--- src/include/fdi_pkg.sv ---
// shared types and constants of the floppy drive signal interface
package fdi_pkg;

    // ==============================================================
    // timing
    localparam int unsigned CLK_HZ = 50_000_000;
    localparam int unsigned STEP_PULSE_NS = 3000;
    localparam int unsigned STEP_PULSE_CYC =
        (STEP_PULSE_NS * (CLK_HZ / 1_000_000) + 999) / 1000;
    localparam int unsigned STEP_GAP_NS = 3000;
    localparam int unsigned STEP_GAP_CYC =
        (STEP_GAP_NS * (CLK_HZ / 1_000_000) + 999) / 1000;
    localparam int unsigned CNT_W = 16;

    // ==============================================================
    // drive count and density codes
    localparam int unsigned NUM_DRIVES = 2;
    localparam logic [1:0] DENS_RESET = 2'h0;

    // ==============================================================
    // media-change status byte as software sees it
    localparam logic [11:0] DIR_ADDR = 12'h3f7;
    localparam int unsigned DIR_MEDIA_BIT = 7;

    // ==============================================================
    // seek direction levels
    localparam logic DIR_OUTWARD = 1'b1;
    localparam logic DIR_INWARD = 1'b0;
    // head side levels
    localparam logic SIDE0_LEVEL = 1'b1;
    localparam logic SIDE1_LEVEL = 1'b0;

    // ==============================================================
    // synchronised drive status bundle (active high)
    typedef struct packed {
        logic media_changed;
        logic write_protected;
        logic at_track_zero;
        logic at_track_start;
    } fdi_status_s;

    // drive control request bundle from the controller core
    typedef struct packed {
        logic [NUM_DRIVES-1:0] select;
        logic [NUM_DRIVES-1:0] motor_on;
        logic side1;
        logic [1:0] density;
    } fdi_ctrl_s;

    // stepper states
    typedef enum logic [2:0] {
        ST_IDLE = 3'b001,
        ST_PULSE = 3'b010,
        ST_GAP = 3'b100
    } fdi_step_e;

endpackage : fdi_pkg

--- src/rtl/fdi_sync.sv ---
// two flip-flop synchroniser for asynchronous drive inputs
`timescale 1ns/100ps
module fdi_sync #(
    parameter int unsigned WIDTH = 4,
    parameter logic [WIDTH-1:0] RESET_VAL = '1
) (
    input wire logic clk,
    input wire logic rst,
    input wire logic [WIDTH-1:0] din,
    output logic [WIDTH-1:0] dout
);

    logic [WIDTH-1:0] meta_ff;
    logic [WIDTH-1:0] sync_ff;

    // ==============================================================
    // first stage read only by second stage
    always_ff @(posedge clk or posedge rst)
    begin
        if (rst)
        begin
            meta_ff <= RESET_VAL;
            sync_ff <= RESET_VAL;
        end
        else
        begin
            meta_ff <= din;
            sync_ff <= meta_ff;
        end
    end

    assign dout = sync_ff;

endmodule : fdi_sync

--- src/rtl/fdi_drive_if.sv ---
// drive-side signalling of the floppy controller
//
// Overview of operation
// head side output is high for side 0 and low for side 1.
// seek direction output is high for outward and low for inward.
// each commanded track step gives exactly one low pulse on the step output.
// the media change input is shown inverted as bit 7 of the status byte at 3f7.
// the drive raises media change when its door opened or the disk may have changed.
// two active-low open-drain select outputs pick drive 0 or drive 1.
// two active-low open-drain motor outputs run the spindle of drive 0 or 1.
// two density outputs show the drive and media type from configuration.
// while write protect is sensed, write commands are refused and nothing is written.
// the drive signals track zero low while the head is over the outermost track.
// the drive signals track start low when the index hole passes.
// write gate goes low just before writing begins.
// each flux transition to record gives one falling edge on the write data output.
// the drive delivers read data with one falling edge per flux transition.
// all asynchronous drive status inputs are synchronised before use.
`timescale 1ns/100ps
module fdi_drive_if #(
    parameter int unsigned STEP_CYC = fdi_pkg::STEP_PULSE_CYC,
    parameter int unsigned GAP_CYC = fdi_pkg::STEP_GAP_CYC
) (
    input wire logic clk,
    input wire logic rst,
    // controller core side
    input wire fdi_pkg::fdi_ctrl_s ctrl,
    input wire logic step_req,
    input wire logic step_outward,
    output logic step_ready,
    output logic step_done,
    input wire logic write_req,
    input wire logic write_flux,
    output logic write_active,
    output logic write_refused,
    output fdi_pkg::fdi_status_s status,
    output logic [7:0] dir_byte,
    output logic read_flux_edge,
    // drive pins
    output logic head_side_select_n,
    output logic seek_direction_n,
    output logic seek_step_pulse_n,
    output logic seek_step_pulse_oe,
    output logic [fdi_pkg::NUM_DRIVES-1:0] drive_select_n,
    output logic [fdi_pkg::NUM_DRIVES-1:0] drive_select_oe,
    output logic [fdi_pkg::NUM_DRIVES-1:0] spindle_motor_on_n,
    output logic [fdi_pkg::NUM_DRIVES-1:0] spindle_motor_on_oe,
    output logic density_out_a,
    output logic density_out_b,
    output logic write_head_gate_n,
    output logic write_head_gate_oe,
    output logic write_flux_out_n,
    output logic write_flux_out_oe,
    input wire logic media_change_sense_n,
    input wire logic write_protect_sense_n,
    input wire logic outermost_track_sense_n,
    input wire logic track_start_pulse_n,
    input wire logic read_flux_in_n
);

    // refuse step timing that the counter cannot hold
    if (STEP_CYC < 1 || STEP_CYC >= (1 << fdi_pkg::CNT_W) ||
        GAP_CYC < 1 || GAP_CYC >= (1 << fdi_pkg::CNT_W))
    begin : g_bad_timing
        $error("step timing out of counter range");
    end

    // ==============================================================
    // input synchronisers
    logic [4:0] raw_in;
    logic [4:0] sync_in;

    assign raw_in = {media_change_sense_n, write_protect_sense_n,
                     outermost_track_sense_n, track_start_pulse_n, read_flux_in_n};

    fdi_sync #(.WIDTH(5), .RESET_VAL(5'h1f)) u_sync (
        .clk(clk),
        .rst(rst),
        .din(raw_in),
        .dout(sync_in)
    );

    // ==============================================================
    // status registers and read edge detect
    logic rd_prev_ff, nxt_rd_prev;
    logic rd_edge_ff, nxt_rd_edge;
    fdi_pkg::fdi_status_s status_ff, nxt_status;
    logic [7:0] dir_ff, nxt_dir;

    always_comb
    begin
        nxt_status.media_changed = ~sync_in[4];
        nxt_status.write_protected = ~sync_in[3];
        nxt_status.at_track_zero = ~sync_in[2];
        nxt_status.at_track_start = ~sync_in[1];
        nxt_dir = 8'h00;
        nxt_dir[fdi_pkg::DIR_MEDIA_BIT] = ~sync_in[4];
        nxt_rd_prev = sync_in[0];
        nxt_rd_edge = rd_prev_ff & ~sync_in[0];
    end

    always_ff @(posedge clk or posedge rst)
    begin
        if (rst)
        begin
            status_ff <= '0;
            dir_ff <= 8'h00;
            rd_prev_ff <= 1'b1;
            rd_edge_ff <= 1'b0;
        end
        else
        begin
            status_ff <= nxt_status;
            dir_ff <= nxt_dir;
            rd_prev_ff <= nxt_rd_prev;
            rd_edge_ff <= nxt_rd_edge;
        end
    end

    assign status = status_ff;
    assign dir_byte = dir_ff;
    assign read_flux_edge = rd_edge_ff;

    // ==============================================================
    // drive select, motor, side and density outputs
    logic [fdi_pkg::NUM_DRIVES-1:0] sel_ff, nxt_sel;
    logic [fdi_pkg::NUM_DRIVES-1:0] mtr_ff, nxt_mtr;
    logic side_ff, nxt_side;
    logic [1:0] dens_ff, nxt_dens;

    always_comb
    begin
        nxt_sel = ctrl.select;
        nxt_mtr = ctrl.motor_on;
        nxt_side = ctrl.side1 ? fdi_pkg::SIDE1_LEVEL : fdi_pkg::SIDE0_LEVEL;
        nxt_dens = ctrl.density;
    end

    always_ff @(posedge clk or posedge rst)
    begin
        if (rst)
        begin
            sel_ff <= '0;
            mtr_ff <= '0;
            side_ff <= fdi_pkg::SIDE0_LEVEL;
            dens_ff <= fdi_pkg::DENS_RESET;
        end
        else
        begin
            sel_ff <= nxt_sel;
            mtr_ff <= nxt_mtr;
            side_ff <= nxt_side;
            dens_ff <= nxt_dens;
        end
    end

    // open-drain: pull low and enable while asserted
    genvar gi;
    generate
        for (gi = 0; gi < fdi_pkg::NUM_DRIVES; gi++)
        begin : g_drv
            assign drive_select_n[gi] = ~sel_ff[gi];
            assign drive_select_oe[gi] = sel_ff[gi];
            assign spindle_motor_on_n[gi] = ~mtr_ff[gi];
            assign spindle_motor_on_oe[gi] = mtr_ff[gi];
        end
    endgenerate

    assign head_side_select_n = side_ff;
    assign density_out_a = dens_ff[0];
    assign density_out_b = dens_ff[1];

    // ==============================================================
    // step sequencer
    fdi_pkg::fdi_step_e st_ff, nxt_st;
    logic [fdi_pkg::CNT_W-1:0] cnt_ff, nxt_cnt;
    logic dir_lvl_ff, nxt_dir_lvl;
    logic done_ff, nxt_done;

    always_comb
    begin
        nxt_st = st_ff;
        nxt_cnt = cnt_ff;
        nxt_dir_lvl = dir_lvl_ff;
        nxt_done = 1'b0;
        unique case (st_ff)
            fdi_pkg::ST_IDLE:
            begin
                if (step_req)
                begin
                    nxt_dir_lvl = step_outward ? fdi_pkg::DIR_OUTWARD
                                               : fdi_pkg::DIR_INWARD;
                    nxt_cnt = fdi_pkg::CNT_W'(STEP_CYC - 1);
                    nxt_st = fdi_pkg::ST_PULSE;
                end
            end
            fdi_pkg::ST_PULSE:
            begin
                if (cnt_ff == '0)
                begin
                    nxt_cnt = fdi_pkg::CNT_W'(GAP_CYC - 1);
                    nxt_st = fdi_pkg::ST_GAP;
                end
                else
                    nxt_cnt = cnt_ff - 1'b1;
            end
            fdi_pkg::ST_GAP:
            begin
                if (cnt_ff == '0)
                begin
                    nxt_done = 1'b1;
                    nxt_st = fdi_pkg::ST_IDLE;
                end
                else
                    nxt_cnt = cnt_ff - 1'b1;
            end
            default:
                nxt_st = fdi_pkg::ST_IDLE;
        endcase
    end

    always_ff @(posedge clk or posedge rst)
    begin
        if (rst)
        begin
            st_ff <= fdi_pkg::ST_IDLE;
            cnt_ff <= '0;
            dir_lvl_ff <= fdi_pkg::DIR_OUTWARD;
            done_ff <= 1'b0;
        end
        else
        begin
            st_ff <= nxt_st;
            cnt_ff <= nxt_cnt;
            dir_lvl_ff <= nxt_dir_lvl;
            done_ff <= nxt_done;
        end
    end

    assign step_ready = (st_ff == fdi_pkg::ST_IDLE);
    assign step_done = done_ff;
    assign seek_direction_n = dir_lvl_ff;
    assign seek_step_pulse_n = ~(st_ff == fdi_pkg::ST_PULSE);
    assign seek_step_pulse_oe = (st_ff == fdi_pkg::ST_PULSE);

    // ==============================================================
    // write gate and write data
    logic gate_ff, nxt_gate;
    logic wdata_ff, nxt_wdata;
    logic refused_ff, nxt_refused;

    always_comb
    begin
        nxt_gate = write_req & ~status_ff.write_protected;
        nxt_refused = write_req & status_ff.write_protected;
        nxt_wdata = gate_ff & write_flux;
    end

    always_ff @(posedge clk or posedge rst)
    begin
        if (rst)
        begin
            gate_ff <= 1'b0;
            wdata_ff <= 1'b0;
            refused_ff <= 1'b0;
        end
        else
        begin
            gate_ff <= nxt_gate;
            wdata_ff <= nxt_wdata;
            refused_ff <= nxt_refused;
        end
    end

    // gate leads first data edge by one cycle
    assign write_head_gate_n = ~gate_ff;
    assign write_head_gate_oe = gate_ff;
    assign write_flux_out_n = ~wdata_ff;
    assign write_flux_out_oe = wdata_ff;
    assign write_active = gate_ff;
    assign write_refused = refused_ff;

endmodule : fdi_drive_if

--- config.mk ---
export PLATFORM = sky130hd
export DESIGN_NAME = fdi_drive_if
export DESIGN_NICKNAME = d
export VERILOG_FILES = /design/src/include/fdi_pkg.sv /design/src/rtl/fdi_sync.sv /design/src/rtl/fdi_drive_if.sv
export SDC_FILE = /design/constraint.sdc
export NUM_CORES = 1
export LEC_CHECK = 0
export BUFFER_PORTS_ARGS = -buffer_cell sky130_fd_sc_hd__buf_2
export CORE_AREA = 2 2 84 86
export CTS_CLUSTER_SIZE = 8
export DETAILED_ROUTE_END_ITERATION = 7
export DIE_AREA = 0 0 86 88
export GPL_ROUTABILITY_DRIVEN = 0
export PLACE_DENSITY = 0.48
export REMOVE_ABC_BUFFERS = 1
export SKIP_LAST_GASP = 1
export SYNTH_ARGS = -nofsm -noshare
export SYNTH_HDL_FRONTEND = slang
export SYNTH_SLANG_ARGS = --single-unit
--- constraint.sdc ---
create_clock -name clk -period 3.55 [get_ports clk]
set_clock_uncertainty 0.2 [all_clocks]
set_input_delay 0.1775 -clock clk [delete_from_list [all_inputs] [get_ports clk]]
set_output_delay 0.1775 -clock clk [all_outputs]
set_load 0.01 [all_outputs]
**After elaboration in Yosys (flattened, before gate mapping)**

Index checks and enable logic that the tools add are counted.

- Register bits after elaboration: 47
- Bits of input ports: 18
- Output and inout port bits: 35
- Word-level logic and storage cells: 61

- $add $sub $neg: 1
- Equality and inequality tests: 7
- Mux-type cells: 12
- Bitwise gates (word level): 17
- Reduce and logical (&&, ||, !) cells: 5

Operators by type and width:

| kind | number |
|---|---|
| $mux W16 | 3 |
| $pmux W16 S3 | 1 |
| $logic_not A16 Y1 | 1 |
| $sub A16 B1 Y16 const B | 1 |
| $not A1 Y1 | 13 |
| $mux W3 | 3 |
| $pmux W3 S3 | 1 |
| $ne A2 B2 Y1 const B | 3 |
| $reduce_and A3 Y1 | 2 |
| $and A1 B1 Y1 | 4 |
| $mux W1 | 4 |
| $eq A3 B1 Y1 const B | 1 |
| $eq A3 B2 Y1 const B | 1 |
| $eq A3 B3 Y1 const B | 1 |
| $reduce_bool A3 Y1 | 1 |
| $ne A2 B1 Y1 const B | 1 |
| $reduce_and A2 Y1 | 1 |

**Depth between registers and ports, before layout**

Gate-level depths: netlist of run 1.

- Depth after elaboration: 3
- Mapped depth: 8
- Mapped depth without buffers: 8

**By module**

A second synthesis of run 1 with hierarchy kept.

- Cells, all modules: 191
- Area, all modules: 2064.5 µm²

By module, submodules not included:

| module | times used | cells each | area each (µm²) | sequential area each (µm²) |
|---|---|---|---|---|
| fdi_drive_if | 1 | 180 | 1798.0 | 930.9 |
| fdi_sync | 1 | 11 | 266.5 | 262.8 |

**Least setup slack after synthesis of run 1**

No wires, ideal clock.

- Path type: flip-flop to flip-flop
- Start: register cnt_ff[0] (netlist name)
- End: register cnt_ff[11] (netlist name)
- Library setup time: 0.124 ns
- Arrival: 2.194 ns
- Data required time: 3.226 ns
- Slack: 1.032 ns
- Cell stages (with the launch flop): 9
- Path buffers: 1
- Clock period less this slack: 2.518 ns
- Cells stage by stage: dfrtp_1 -> inv_1 -> ha_1 -> or4b_4 -> or4_4 -> buf_6 -> a21oi_4 -> or4_1 -> nand2_1

- Cells in the longest elaborated chain, start to end: 3
- Elaborated cells on any way between the ends: 7
- Classes of those cells: add/sub (1); eq/ne (1); mux (3); reduce/logical (2)

RTL lines:

| what | line | source |
|---|---|---|
| start, declared | fdi_drive_if.sv:176 | `logic [fdi_pkg::CNT_W-1:0] cnt_ff, nxt_cnt;` |
| start signal, assigned | fdi_drive_if.sv:234 | `cnt_ff <= nxt_cnt;` |
| $sub A16 B1 Y16 or $logic_not A16 Y1 (tied branches) | - |  |
| $mux W16 (tied with other cells) | fdi_drive_if.sv:209 | `if (cnt_ff == '0)` |
| $pmux W16 S3 or $reduce_and A3 Y1 (tied branches) | - |  |

Several ways; a longest one is shown, not always the timed one. The select of a mux whose other input is x is not followed.
A chain may end at the register's enable or synchronous reset.

**Final worst setup path of run 1**

Ends and elaborated chain as after synthesis.

==> results of run 1 <==
## worst paths after layout
check	startpoint	endpoint
setup / recovery	cnt_ff[0]	cnt_ff[11]
hold / removal	u_sync.meta_ff[3]	u_sync.dout[3]
setup reg to reg	cnt_ff[0]	cnt_ff[11]
max in group asynchronous	rst	cnt_ff[13]
hold reg to reg	u_sync.meta_ff[3]	u_sync.dout[3]
min in group asynchronous	rst	spindle_motor_on_oe[0]
## area by class of cell
cell class | instances | share of cell area
well taps | 80 | 0.0400
repair buffers | 62 | 0.158
inverters | 16 | 0.0240
clock buffers | 6 | 0.0290
clock inverters | 2 | 0.0150
multi-input cells | 97 | 0.257
flip-flops and latches | 47 | 0.477
## cells in the mapped netlist (3+ instances only)
cell type	number
dfrtp_1	33
nor2_1	13
dfstp_2	14
xor2_1	4
xnor2_1	3
buf_4	9
o31ai_1	3
a21oi_1	6
or4_1	5
nor3_1	3
o211ai_1	3
inv_1	16
o21ai_0	6
nand2_1	6
## per-layer routing
| layer | GRT usage | vias up |
|---|---|---|
| li1 | - | 680 |
| met1 | 0.119 | 642 |
| met2 | 0.154 | 34 |
| met3 | 0.0217 | 5 |
| met4 | 0.0303 | 0 |
| met5 | 0 | - |
## stage by stage
stage	hold slack (ps)	utilization	instance area (µm²)
6_report	152	0.376	2500
5_1_grt	157	0.376	2500
4_1_cts	158	0.376	2500
3_5_place_dp	83.6	0.334	2220
3_3_place_gp	82.0	0.334	2220
2_1_floorplan	-18.0	-	1900
## where the power goes
group	leakage, nW	total [mW]	internal (mW)	switching [mW]
combinational	0.560	0.0604	0.0293	0.0311
sequential	0.563	0.560	0.555	0.00482
clock	0.0514	0.381	0.210	0.171
total	1.17	1.00	0.795	0.207
## worst reg2reg max path, cell delays in order (launching register included)
cell,delay [ps]
dfrtp_1,370
inv_1,90
ha_1,240
or4b_4,530
or4_4,610
a21oi_4,320
or4_1,170
nand2_1,40
## sequential cells by signal, indices dropped and copies added, names as in the netlist, 2 cells and up
register,count
st_ff,3
status,3
cnt_ff,16
spindle_motor_on_oe,2
u_sync.dout,5
dens_ff,2
u_sync.meta_ff,5
drive_select_oe,2
## repair_timing
action                    CTS  global route
hold buffers               17             0
buffers inserted            0             0
hold endpoints to repair   50             0
## logic make-up after synthesis
kind of cell               synth area share
adders and majority gates           0.00636
other                               0.00191
and+or+nand+nor                       0.153
muxes                                0.0108
DFF                                   0.607
AOI/OAI and AO/OA                     0.112
xor gates and xnor gates             0.0312
buffers and inverters                0.0777
==> results.md, run 1 <==
* Run status: finished clean
* Worst-Margin Slew at 951 ps
* Most common cell after layout, fill and taps aside: buf_2
* Core Area at 0.00664 mm²
* Clk pin slew, worst setup/hold paths at 90 ps
* IO Pins at 53
* Post-synth top area share at 0.420
* CP Class: register to register
* R2R cell count at 7
* Worst setup SP type: register
* Synth area leader: dfrtp_1
* Met3 WL at roughly 180 µm
* Fraction of layout cells with a size suffix above 1 at 0.335
* DR WL met2 at 1730 µm
* Root Buffer: clkbuf_8
* Row cnt at 30
* Post-route non-filler standard cell count at 310
* CP cell instances: inv_1 -> ha_1 -> or4b_4 -> or4_4 -> a21oi_4 -> or4_1 -> nand2_1
* RSZ-0062 raised after global routing: false
* Leakage Power at 1.17 nW
* Detailed-route DRC error count at 0
* Largest net degree at the start of global routing at 48
* Number of global-route vias before repair at approximately 1200
* Final setup viols at 0
* Crit path DAT at ~2700 ps
* Hold Path Class: register to register
* CP bufs+invs at 1
* Worst path max stage delay at 610 ps
* DP Wirelength at around 2500 µm
* CTS tree: yes
* Die Wd at about 86 µm
* Routed WL at roughly 3500 µm
* N_diodes at 0
* Vias per cell at approximately 4.4
* Critical path depth at 7
* Number of synthesized register bits at between 40 and 50
* Total power at 1.00 mW
* Initial core utilization at 0.296
* Pre-antenna DRT Iters at 4
* Fillers at between 600 and 700
* Worst reg-to-reg setup slack at around 870 ps
* Via count at approximately 1400
* DR WL/cell at 11.4 µm
* IO Port Bufs at 45
* Power Density at 401 mW/mm²
* WL met1 at about 1600 µm
* Dpl cells at between 200 and 300
* Final #Nets at between 200 and 250
* Cts bufs inserted at 5
* Most frequent cells in the layout: buf_2, dfrtp_1, dlygate4sd3_1
* Die area at around 0.0076 mm²
* Setup ws final at slightly below 900 ps
* Slew Limit Fails at 0
* Syn avg cell area at 11.8 µm²
* Slew headroom at 0.365
* Period utilization at 0.754
* Fmax achieved at about 370 MHz
* CP required at roughly 3500 ps
* Crit-path leading delay family: simple AND/OR/NAND/NOR gates
* Flip-flop and latch area at 0.00119 mm²
* DIE HEIGHT at just under 90 µm
* Grt ovf at 0
* Yosys warns at 0
* Worst hold stages at 0
* Area of the multi-input gates at roughly 640 µm²
* CTS Sinks at between 40 and 50
* Min Tclk post-route at around 2700 ps
* First-pass GRT wire length at about 5600 µm
* Synth Cell Area at 0.00197 mm²
* Post-synthesis sequential area ratio at 0.607
* Final Hold Viols at 0
* Mapped Cells at about 170
* Crit-path slowest cell: or4_4
* Max-Cap Viols at 0
* Post-synth EDFFs at 0
* Initial antenna violation count at 0
* Clock Tree Buf Depth at 2
* Setup TNS at 0 ps
* Initial DRC Count at between 40 and 50
* Ys async rst share at 1.00
* CTS resizes at 0
* Syn-to-layout area delta at 27.2%
* Highest metal used: met4
* Top cells by area, synth: dfrtp_1, dfstp_2, buf_4, inv_1, nor2_1
* H-tree depth at 2
* Antenna viol nets, final at 0
* Max VDD drop at roughly 0.21 mV
* Setup WS pre-CTS at ~870 ps
* CP Capture Type: register
* Unique cell type count in the Yosys netlist at between 40 and 50
* CP Max Fanout at 10
* Clock Latency Late Sink at around 290 ps
* Dominant synthesized flop cell: dfrtp_1
* GRT Resource Usage Total at 0.0925
Note: power is estimated with default switching activity, not from simulation.
==> run 2: changes to the inputs <==
Settings changed: PLACE_DENSITY 0.48 to 0.5.
Clock period 3.55 ns to 2.4 ns, I/O delays scaled along.
==> run 2 against run 1 <==
- fmax is 14% higher
- hold slack better by 6.6 ps
- critical path type unchanged
- critical endpoint is now cnt_ff[5]
- flip-flop and latch count stayed put
- clock power up 30%
- via count up 8.4%
- highest routed layer unchanged
- sequential power is 48% higher
- setup slack lost 830 ps
- utilization is 4.0 points higher
==> results.md, run 2 (synthesized netlist as in run 1, its figures left out) <==
* Max VDD drop at 0.332 mV (was 0.211 mV)
* CP required at 2390 ps (was 3540 ps)
* Total power at 1.41 mW (was 1.00 mW)
* Run status: finished clean (unchanged)
* Post-route non-filler standard cell count at 338 (was 310)
* Hold_ws at 159 ps (was 152 ps)
* Fillers at 648 (was 661)
* CP Class: register to register (unchanged)
* Most common cell after layout, fill and taps aside: buf_2 (unchanged)
* CP Capture Type: register (unchanged)
* Antenna viol nets, final at 0 (unchanged)
* H-tree depth at 2 (unchanged)
* Syn-to-layout area delta at 40.6% (was 27.2%)
* Hold Path Class: register to register (unchanged)
* Fraction of layout cells with a size suffix above 1 at 0.450 (was 0.335)
* Gate power share at 0.064 (was 0.060)
* Grt ovf at 0 (unchanged)
* IO Pins at 53 (unchanged)
* Final setup viols at 0 (unchanged)
* Biggest register: cnt_ff (unchanged)
* Worst setup SP type: register (unchanged)
* Initial antenna violation count at 0 (unchanged)
* Sw Share at 0.221 (was 0.207)
* CTS Sinks at 47 (unchanged)
* Slew headroom at 0.610 (was 0.365)
* Row cnt at 30 (unchanged)
* Clk pin slew, worst setup/hold paths at 90 ps (about the same)
* Min Tclk post-route at 2350 ps (was 2680 ps)
* Setup TNS at 0 ps (unchanged)
* Flip-flop and latch area at 0.00119 mm² (unchanged)
* Core Area at 0.00664 mm² (unchanged)
* NetSw at 313 µW (was 207 µW)
* Area of the multi-input gates at 703 µm² (was 642 µm²)
* Die Wd at 86 µm (unchanged)
* Finished Cell Area at 0.00276 mm² (was 0.00250 mm²)
* Initial core utilization at 0.296 (unchanged)
* Final Hold Viols at 0 (unchanged)
* Dpl cells at 312 (was 285)
* Via count at 1476 (was 1361)
* DIE HEIGHT at 88 µm (unchanged)
* Period utilization at 0.980 (was 0.754)
* DP Wirelength at 2880 µm (was 2540 µm)
* Clock Tree Buf Depth at 2 (unchanged)
* Fmax achieved at 425 MHz (was 374 MHz)
* Die area at 0.00757 mm² (unchanged)
* Number of global-route vias before repair at 1440 (was 1167)
* Most frequent cells in the layout: buf_2, dfrtp_1, buf_4 (was buf_2, dfrtp_1, dlygate4sd3_1)
* Vias per cell at 4.37 (was 4.39)
* Final #Nets at 276 (was 248)
* Clock share of power at 0.350 (was 0.381)
* DR WL/cell at 12.0 µm (was 11.4 µm)
* IO Port Bufs at 45 (unchanged)
* First-pass GRT wire length at 6330 µm (was 5600 µm)
* Cts bufs inserted at 5 (unchanged)
* Routed WL at 4060 µm (was 3530 µm)
* CP Max Fanout at 6 (was 10)
* CTS tree: yes (unchanged)
* Crit path DAT at 2340 ps (was 2660 ps)
* Worst-Margin Slew at 586 ps (was 951 ps)
* N_diodes at 0 (unchanged)
* RSZ-0062 raised after global routing: true (was false)
* Detailed-route DRC error count at 0 (unchanged)
* Root Buffer: clkbuf_8 (unchanged)
* Initial DRC Count at 52 (was 42)
* Largest net degree at the start of global routing at 48 (unchanged)
* Largest register FFs at 16 (unchanged)
* Leakage Power at 1.31 nW (was 1.17 nW)
* Power share of the sequential group at 0.586 (was 0.559)
* Pint at 1.10 mW (was 795 µW)
* Power Density at 512 mW/mm² (was 401 mW/mm²)
* DP Area at 0.00242 mm² (was 0.00222 mm²)
* GRT Resource Usage Total at 0.106 (was 0.0925)
* Clock Latency Late Sink at 290 ps (about the same)
* Slew Limit Fails at 0 (unchanged)
* Max-Cap Viols at 0 (unchanged)
* Pre-antenna DRT Iters at 4 (unchanged)
-- run 2: timing repair --
action,CTS,global route
setup endpoints to repair,12,15
cloned,0,0
hold endpoints to repair,50,0
gates resized for setup,2,14
setup buffers,0,0
hold buffers,18,0
pin swaps,2,5
-- run 2: through the flow --
stage | utilization | worst slack [ps]
floorplan | - | -68.2
global placement | 0.365 | -34.9
detailed placement | 0.365 | -75.5
CTS | 0.408 | -41.8
global route | 0.416 | -34.7
finish | 0.416 | 47.4
-- run 2: final cells by class --
| class | count | share of cell area |
|---|---|---|
| tap | 80 | 0.0362 |
| clock inverter | 2 | 0.00589 |
| clock buffer | 6 | 0.0299 |
| sequential | 47 | 0.432 |
| inverter | 16 | 0.0217 |
| timing repair buffer | 90 | 0.220 |
| multi-input combinational | 97 | 0.254 |
-- run 2: final timing paths --
kind / from / to / slack [ps] / cells after the start
max: cnt_ff[0] / cnt_ff[5] / 50 / 7
min: u_sync.meta_ff[2] / u_sync.dout[2] / 160 / 0
max reg2reg: cnt_ff[0] / cnt_ff[5] / 50 / 7
min reg2reg: u_sync.meta_ff[2] / u_sync.dout[2] / 160 / 0
max in group asynchronous: rst / cnt_ff[3] / 1290 / 4
min in group asynchronous: rst / drive_select_oe[0] / 320 / 4
-- run 2: power by group through the flow --
stage / sequential [mW] / clock (mW) / combinational (mW)
2_1_floorplan: 0.851 / 0 / 0.0241
3_3_place_gp: 0.843 / 0 / 0.0708
3_5_place_dp: 0.843 / 0 / 0.0715
4_1_cts: 0.829 / 0.525 / 0.0930
5_1_grt: 0.831 / 0.559 / 0.102
6_report: 0.828 / 0.495 / 0.0905
-- run 2: layer usage --
layer | track usage | share of wire
met1 | 0.137 | 0.45
met2 | 0.177 | 0.50
met3 | 0.0273 | 0.042
met4 | 0.0289 | 0.012
met5 | 0 | 0
-- run 2: critical path: stages, from the launching register on --
cell and delay (ps):
dfrtp_1 390, inv_2 80, ha_4 140, or4b_4 510, or4_4 480, a22oi_4 210, xor2_1 180, nor2_1 50
